==> src/verilog/npc_regs.vh <==
// Constants for the navigation packet field codec
`ifndef NPC_REGS_VH
`define NPC_REGS_VH
// Packet identifiers and payload lengths
`define NPC_ID_DYN 8'h49
`define NPC_LEN_DYN 8'h18
`define NPC_ID_MAG 8'h4B
`define NPC_LEN_MAG 8'h11
`define NPC_ID_REF 8'h50
`define NPC_LEN_REF 8'h2D
// Slip gate threshold 3.45 m/s as fp32 bit pattern
`define NPC_SLIP_MIN_FP32 32'h405CCCCD
// Magnetometer flag bit positions
`define NPC_MAGF_FAIL 0
`define NPC_MAGF_OVR 1
// Offset of the magnetometer flag byte
`define NPC_MAG_FLAG_OFS 8'h10
// Fix status codes
`define NPC_FIX_NONE 3'h0
`define NPC_FIX_2D 3'h1
`define NPC_FIX_3D 3'h2
`define NPC_FIX_SBAS 3'h3
`define NPC_FIX_DIFF 3'h4
`define NPC_FIX_SUBS 3'h5
`define NPC_FIX_FLOAT 3'h6
`define NPC_FIX_FIXED 3'h7
// Fix status field width
`define NPC_FIX_W 3
`endif
==> src/verilog/npc_codec.v <==
// Navigation packet field codec: forms three packet payloads and parses the magnetometer one
// Behaviour
// Dynamics report: id 73, 24 bytes, read-only
// Slip zero unless heading valid, speed over 3.45
// Six dynamics words; last reserved word zero
// Magnetometer packet: id 75, 17 bytes, fields
// Flag bit0 failure, bit1 over-range
// External heading flag while magnetometer packets arrive
// Host supplies already calibrated magnetometer values
// Host disables internal heading and auto calibration
// Reference report: id 80, 45 bytes, read-only
// Reference fields: times, fp64 position, offsets, fix
// Fix status coded zero to seven
// Reserved bytes ignored, sent as zero
`timescale 1ns/1ns
`default_nettype none
`include "npc_regs.vh"
module npc_codec #(
	parameter FIFO_D = 32,
	parameter FIFO_AW = 5,
	parameter [15:0] EXT_HOLD = 16'hFFFF
) (
	// Clock, reset, enable
	input wire sys_clk,
	input wire srst,
	input wire ce,
	// Dynamics values
	input wire [31:0] odo_dist,
	input wire [31:0] slip_ang,
	input wire [31:0] vel_x,
	input wire [31:0] vel_y,
	input wire [31:0] dist_dev,
	input wire [31:0] speed_mag,
	input wire heading_ok,
	// Reference station values
	input wire [31:0] ref_sec,
	input wire [31:0] ref_usec,
	input wire [63:0] ref_lat,
	input wire [63:0] ref_lon,
	input wire [63:0] ref_alt,
	input wire [31:0] ref_n,
	input wire [31:0] ref_e,
	input wire [31:0] ref_d,
	input wire [2:0] ref_fix,
	// Send requests
	input wire send_dyn,
	input wire send_ref,
	input wire send_mag,
	output wire busy,
	// Outgoing payload stream
	output wire tx_valid,
	input wire tx_ready,
	output wire [7:0] tx_data,
	output reg [7:0] tx_id_r,
	output reg [7:0] tx_len_r,
	// Incoming payload stream
	input wire rx_start,
	input wire [7:0] rx_id,
	input wire rx_valid,
	input wire [7:0] rx_data,
	// Parsed magnetometer data
	output reg [31:0] mag_delay_r,
	output reg [31:0] mag_x_r,
	output reg [31:0] mag_y_r,
	output reg [31:0] mag_z_r,
	output reg mag_fail_r,
	output reg mag_ovr_r,
	output reg mag_new_r,
	output wire ext_heading
);
	// One-hot send states
	localparam [3:0] S_IDLE = 4'h1;
	localparam [3:0] S_DYN = 4'h2;
	localparam [3:0] S_REF = 4'h4;
	localparam [3:0] S_MAG = 4'h8;
	reg [3:0] st_r;
	reg [3:0] st_nxt;
	reg [7:0] idx_r; // Byte index within payload
	reg [367:0] shot_r; // Snapshot of payload, byte 0 lowest
	reg [7:0] rx_idx_r; // Receive byte index
	reg rx_mag_r; // Receiving a magnetometer packet
	reg [127:0] rx_buf_r; // Incoming four fields
	reg [15:0] ext_cnt_r; // Hold timer for external heading
	wire f_ready;
	// Byte pick from snapshot
	function [7:0] pick;
		input [367:0] v;
		input [7:0] i;
		begin
			pick = v[i*8 +: 8];
		end
	endfunction
	// Unsigned fp32 magnitude compare; negatives never pass
	function gt_fp;
		input [31:0] a;
		input [31:0] b;
		begin
			gt_fp = !a[31] && (a[30:0] > b[30:0]);
		end
	endfunction
	wire slip_gate = heading_ok && gt_fp(speed_mag, `NPC_SLIP_MIN_FP32);
	wire [31:0] slip_out = slip_gate ? slip_ang : 32'h00000000;
	wire push = (st_r != S_IDLE) && f_ready;
	wire last = (idx_r == tx_len_r - 8'h01);
	assign busy = (st_r != S_IDLE);
	// Magnetometer readback bytes, flags only in low bits
	wire [7:0] mag_flag_b = {6'h00, mag_ovr_r, mag_fail_r};
	// Next send state
	always @*
	begin
		st_nxt = st_r;
		case (st_r)
			S_IDLE:
			begin
				if (send_dyn)
					st_nxt = S_DYN;
				else if (send_ref)
					st_nxt = S_REF;
				else if (send_mag)
					st_nxt = S_MAG;
			end
			S_DYN, S_REF, S_MAG:
			begin
				if (push && last)
					st_nxt = S_IDLE;
			end
			default:
				st_nxt = S_IDLE;
		endcase
	end
	// Send sequencer: snapshot taken at start so words stay coherent
	always @(posedge sys_clk)
	begin
		if (srst)
		begin
			st_r <= S_IDLE;
			idx_r <= 8'h00;
			shot_r <= 368'h0;
			tx_id_r <= 8'h00;
			tx_len_r <= 8'h00;
		end
		else if (ce)
		begin
			st_r <= st_nxt;
			if (st_r == S_IDLE)
			begin
				idx_r <= 8'h00;
				if (send_dyn)
				begin
					tx_id_r <= `NPC_ID_DYN;
					tx_len_r <= `NPC_LEN_DYN;
					shot_r <= {176'h0, 32'h00000000, dist_dev, vel_y, vel_x,
						slip_out, odo_dist};
				end
				else if (send_ref)
				begin
					tx_id_r <= `NPC_ID_REF;
					tx_len_r <= `NPC_LEN_REF;
					// Top byte lies past the payload and is never sent
					shot_r <= {8'h00, 5'h00, ref_fix, ref_d, ref_e, ref_n, ref_alt,
						ref_lon, ref_lat, ref_usec, ref_sec};
				end
				else if (send_mag)
				begin
					tx_id_r <= `NPC_ID_MAG;
					tx_len_r <= `NPC_LEN_MAG;
					shot_r <= {232'h0, mag_flag_b, mag_z_r, mag_y_r, mag_x_r,
						mag_delay_r};
				end
			end
			else if (push)
				idx_r <= idx_r + 8'h01;
		end
	end
	// Receive parser; only id 75 is writable, others dropped
	always @(posedge sys_clk)
	begin
		if (srst)
		begin
			rx_idx_r <= 8'h00;
			rx_mag_r <= 1'b0;
			rx_buf_r <= 128'h0;
			mag_delay_r <= 32'h00000000;
			mag_x_r <= 32'h00000000;
			mag_y_r <= 32'h00000000;
			mag_z_r <= 32'h00000000;
			mag_fail_r <= 1'b0;
			mag_ovr_r <= 1'b0;
			mag_new_r <= 1'b0;
		end
		else if (ce)
		begin
			mag_new_r <= 1'b0;
			if (rx_start)
			begin
				rx_idx_r <= 8'h00;
				rx_mag_r <= (rx_id == `NPC_ID_MAG);
			end
			else if (rx_valid && rx_mag_r)
			begin
				rx_idx_r <= rx_idx_r + 8'h01;
				if (rx_idx_r < `NPC_MAG_FLAG_OFS)
					rx_buf_r[rx_idx_r[3:0]*8 +: 8] <= rx_data;
				else if (rx_idx_r == `NPC_MAG_FLAG_OFS)
				begin
					// Commit whole packet at once; upper flag bits ignored
					mag_delay_r <= rx_buf_r[31:0];
					mag_x_r <= rx_buf_r[63:32];
					mag_y_r <= rx_buf_r[95:64];
					mag_z_r <= rx_buf_r[127:96];
					mag_fail_r <= rx_data[`NPC_MAGF_FAIL];
					mag_ovr_r <= rx_data[`NPC_MAGF_OVR];
					mag_new_r <= 1'b1;
					rx_mag_r <= 1'b0;
				end
			end
		end
	end
	// External heading held while packets keep arriving
	always @(posedge sys_clk)
	begin
		if (srst)
			ext_cnt_r <= 16'h0000;
		else if (ce)
		begin
			if (mag_new_r)
				ext_cnt_r <= EXT_HOLD;
			else if (ext_cnt_r != 16'h0000)
				ext_cnt_r <= ext_cnt_r - 16'h0001;
		end
	end
	assign ext_heading = (ext_cnt_r != 16'h0000);
	// Output buffer absorbs host stalls
	npc_fifo #(
		.W(8),
		.D(FIFO_D),
		.AW(FIFO_AW)
	) u_fifo (
		.sys_clk(sys_clk),
		.srst(srst),
		.ce(ce),
		.in_valid(push),
		.in_ready(f_ready),
		.in_data(pick(shot_r, idx_r)),
		.out_valid(tx_valid),
		.out_ready(tx_ready),
		.out_data(tx_data)
	);
endmodule // npc_codec
`default_nettype wire

==> src/verilog/npc_fifo.v <==
// Byte FIFO between packet former and transmit port
`timescale 1ns/1ns
`default_nettype none
module npc_fifo #(
	parameter W = 8,
	parameter D = 32,
	parameter AW = 5
) (
	// Clock, reset, enable
	input wire sys_clk,
	input wire srst,
	input wire ce,
	// Fill side
	input wire in_valid,
	output wire in_ready,
	input wire [W-1:0] in_data,
	// Drain side
	output wire out_valid,
	input wire out_ready,
	output wire [W-1:0] out_data
);
	// Storage and pointers, one spare bit for full detect
	reg [W-1:0] mem_r [0:D-1];
	reg [AW:0] wp_r;
	reg [AW:0] rp_r;
	wire [AW:0] cnt = wp_r - rp_r;
	wire push = in_valid && in_ready;
	wire pop = out_valid && out_ready;
	assign in_ready = ce && (cnt != D[AW:0]);
	assign out_valid = ce && (cnt != {(AW+1){1'b0}});
	assign out_data = mem_r[rp_r[AW-1:0]];
	// Pointer update
	always @(posedge sys_clk)
	begin
		if (srst)
		begin
			wp_r <= {(AW+1){1'b0}};
			rp_r <= {(AW+1){1'b0}};
		end
		else if (ce)
		begin
			if (push)
				wp_r <= wp_r + 1'b1;
			if (pop)
				rp_r <= rp_r + 1'b1;
		end
	end
	// Data write, no reset needed on storage
	always @(posedge sys_clk)
	begin
		if (ce && push)
			mem_r[wp_r[AW-1:0]] <= in_data;
	end
endmodule // npc_fifo
`default_nettype wire

==> config.mk <==
export PLATFORM = sky130hd
export DESIGN_NAME = npc_codec
export DESIGN_NICKNAME = d
export VERILOG_FILES = /design/src/verilog/npc_codec.v /design/src/verilog/npc_fifo.v
export VERILOG_INCLUDE_DIRS = /design/src /design/src/verilog
export SDC_FILE = /design/constraint.sdc
export NUM_CORES = 2
export LEC_CHECK = 0
export ABC_AREA = 1
export BUFFER_PORTS_ARGS = -buffer_cell sky130_fd_sc_hd__buf_2
export CAP_MARGIN = 5
export CELL_PAD_IN_SITES_DETAIL_PLACEMENT = 0
export CELL_PAD_IN_SITES_GLOBAL_PLACEMENT = 2
export CORE_MARGIN = 3
export CORE_UTILIZATION = 33
export DETAILED_ROUTE_END_ITERATION = 10
export GPL_TIMING_DRIVEN = 0
export PLACE_DENSITY_LB_ADDON = 0.1
export SLEW_MARGIN = 25
export SYNTH_ARGS = -nofsm -noshare
export SYNTH_HDL_FRONTEND = slang
export SYNTH_SLANG_ARGS = --single-unit
==> constraint.sdc <==
create_clock -name sys_clk -period 4.45 [get_ports sys_clk]
set_clock_uncertainty 0.1 [all_clocks]
set_input_delay 0.6675 -clock sys_clk [delete_from_list [all_inputs] [get_ports sys_clk]]
set_output_delay 0.6675 -clock sys_clk [all_outputs]
set_load 0.01 [all_outputs]
==> impl_metrics.yaml <==
status:
  status: "completed"
placed_design:
  globalplace.congestion: 0.9887
  dp_cells: 7336
  dpl.hpwl_mm: 175.6
  place_area_um2: 46570
  port_buffers: 722
sta:
  final_max_slew_viol_count: 0
  whs_ns: 0.09512
  fin_crit_ns: 4.301
  slew_headroom: 0.2062
  min_period_over_period: 0.9666
  setup-violations-final: 0
  rsz0062_at_grt: "no"
  max_freq_ghz: 0.2325
  worst_pin_slew_ns: 1.182
  hold_viol_final: 0
run:
  drv_cap: 0
route:
  detail_route.wl_per_cell_um: 29.45
  drcViolationCount: 0
  routed_wl_mm: 221.9
  drtAntennaViolNets: 0
  dr.pass1.iters: 6
  dr_total_vias: 41530
  drt_iter0_markers: 4686
  viasPerCell: 5.510
cells_and_area:
  syn_to_final_growth_pct: 23.15
  final_cell_mix: "nand2_1 (1053), buf_2 (805), o21ai_0 (684)"
  finalNetCount: 6406
  final_common_cell: "nand2_1"
  final_cells: 7536
  drive_gt1_frac: 0.1926
  stdcell_area_um2: 50060
  postLayoutCoreUtil: 0.4102
critical_path:
  crit_type: "reg2out"
  start_kind: "register"
  worstPathCellList: "clkbuf_1, clkbuf_1, o21ai_0, o221ai_1, nand3_1, o21ai_0, nor2_1, a21oi_1, buf_2"
  critPathMaxFanout: 10
  end_kind: "primary output"
  cp_top_family: "buffers and inverters"
  required_ns: 3.68
  slowest_delay_ns: 0.61
  worstPathBufferInverterCount: 3
  arrival_ns: 3.53
  crit_slowest_cell: "clkbuf_1"
cts:
  post_cts_buffers: 0
  path_clk_slew_ns: 0.06
  cts-root-buf: "clkbuf_16"
  cts_tree: "built"
  clock-sinks: 930
  clkLatencyLatePin_ns: 0.72
  clock_path_buffers: 3
  cts_htree_levels: 3
  cts_made_buffers: 104
  hold_buffers: 0
synth:
  syn_area_per_cell_um2: 8.168
  ys_seq_area_frac: 0.5210
  ys_warn_count: 0
  ys_ff_latch: 930
  synthFlopType: "dfxtp_1"
  async_flop_share: 0
  synth_cell_types: 61
  syn_area_um2: 40650
  synth-edff-count: 256
  syn_inst: 4977
global_route:
  grt_pass1_wl_mm: 300.2
  grt_overflow_total: 0
  grt_usage: 0.3341
  grt_max_degree: 33
  grt_pass1_vias: 39470
  antenna_found_initial: 22
floorplanning:
  die_height_um: 357.0
  initial_utilization: 0.3331
  row_count: 128
  dieArea_um2: 127400
  dieWidth_um: 357.0
  core_um2: 122000
  ios: 731
power_and_ir_drop:
  power_per_cell_area_nw_per_um2: 500.6
  power_mw: 25.06
  p_leak_nw: 18.88
  irDropWorstVdd_v: 0.0003146
min_path:
  hold_path_class: "in2reg"
==> where the power goes <==
group | leakage (nW) | switching (mW) | total, mW | internal (mW)
clock | 1.70 | 3.82 | 8.87 | 5.04
sequential | 7.80 | 0.529 | 10.1 | 9.59
combinational | 9.37 | 4.42 | 6.07 | 1.65
total | 18.9 | 8.77 | 25.1 | 16.3
==> per-layer routing <==
layer  share of wire  vias to the layer above  wire length [um]  track usage
met4           0.040                        6              8836       0.1198
met1            0.41                    20240             90890       0.4372
met5         0.00016                        -                36            0
li1                -                    18860                 -            -
met3           0.087                      329             19410      0.07072
met2            0.46                     2084            102800       0.5446
==> what timing repair did <==
action,in CTS,in global routing
setup endpoints to repair,0,2
gates resized for setup,0,4
hold endpoints to repair,0,0
==> cells by family (layout without fill, tap and decap cells) <==
group                    after synthesis  after routing  share of synthesized area
adder cells (fa/ha/maj)               16             16                   0.004925
other                                  1             15                 0.00009225
flip-flops                           930            930                     0.5210
buffers and inverters                644           1564                    0.06695
AO/OA/AOI/OAI                       1594           1594                     0.2218
XOR/XNOR                              21             21                   0.004709
AND/OR/NAND/NOR                     1771           1771                     0.1805
==> synth_stat cells (20+ instances only) <==
master / n / area (um2)
nand2_1: 1053 / 3953
o21ai_0: 684 / 3423
dfxtp_1: 674 / 13490
a21oi_1: 543 / 2718
nor2_1: 447 / 1678
edfxtp_1: 256 / 7687
clkbuf_1: 253 / 949.7
inv_1: 232 / 870.8
nand3_1: 126 / 630.6
a41oi_1: 99 / 867.1
buf_2: 83 / 415.4
o221ai_1: 70 / 613.1
o22ai_1: 51 / 319.1
a31oi_1: 44 / 275.3
nor3_1: 44 / 220.2
nand3b_1: 34 / 255.2
a221oi_1: 32 / 280.3
buf_4: 29 / 217.7
o21ai_1: 22 / 110.1
o211ai_1: 21 / 157.7
inv_2: 20 / 75.07
==> tightest hold or removal path, stage by stage <==
cell	delay [ns]
buf_2	0.09
nand2_1	0.05
a21oi_1	0.05
==> area by class of cell <==
class                           instances  area (um2)
Buffer                                382        1729
Tap cell                             1625        2033
Timing Repair Buffer                  729        3746
Fill cell                           13040       71980
Inverter                              262        1005
Multi-Input combinational cell       3408       16890
Clock inverter                         55       571.8
Antenna cell                            9       22.52
Clock buffer                          136        2883
Sequential cell                       930       21180
==> path summary, 6_finish.rpt <==
path | endpoint | startpoint | slack, ns | depth (start not counted)
hold reg to reg | mag_z_r[3] | rx_buf_r[99] | 0.34 | 2
setup / recovery | tx_data[2] | register | 0.15 | 9
hold / removal | shot_r[220] | ref_alt[28] | 0.1 | 3
setup reg to reg | u_fifo.mem_r[30][7] | idx_r[1] | 0.33 | 12
==> stage by stage <==
step / worst slack [ns] / setup TNS (ns)
6_report: 0.1486 / 0
5_1_grt: 0.01029 / 0
4_1_cts: 0.1147 / 0
3_5_place_dp: 0.3971 / 0
3_3_place_gp: -2.550 / -159.36
2_1_floorplan: 1.153 / 0
==> sequential cells by signal (all words and copies together), names as in the netlist, 2 cells and up, named ones only <==
signal,count
mag_y_r,32
rx_idx_r,8
tx_len_r,2
tx_id_r,4
mag_z_r,32
u_fifo.rp_r,6
idx_r,8
mag_delay_r,32
shot_r,355
ext_cnt_r,16
u_fifo.mem_r,256
mag_x_r,32
st_r,4
rx_buf_r,128
u_fifo.wp_r,6
Note: power is estimated with default switching activity, not from simulation.
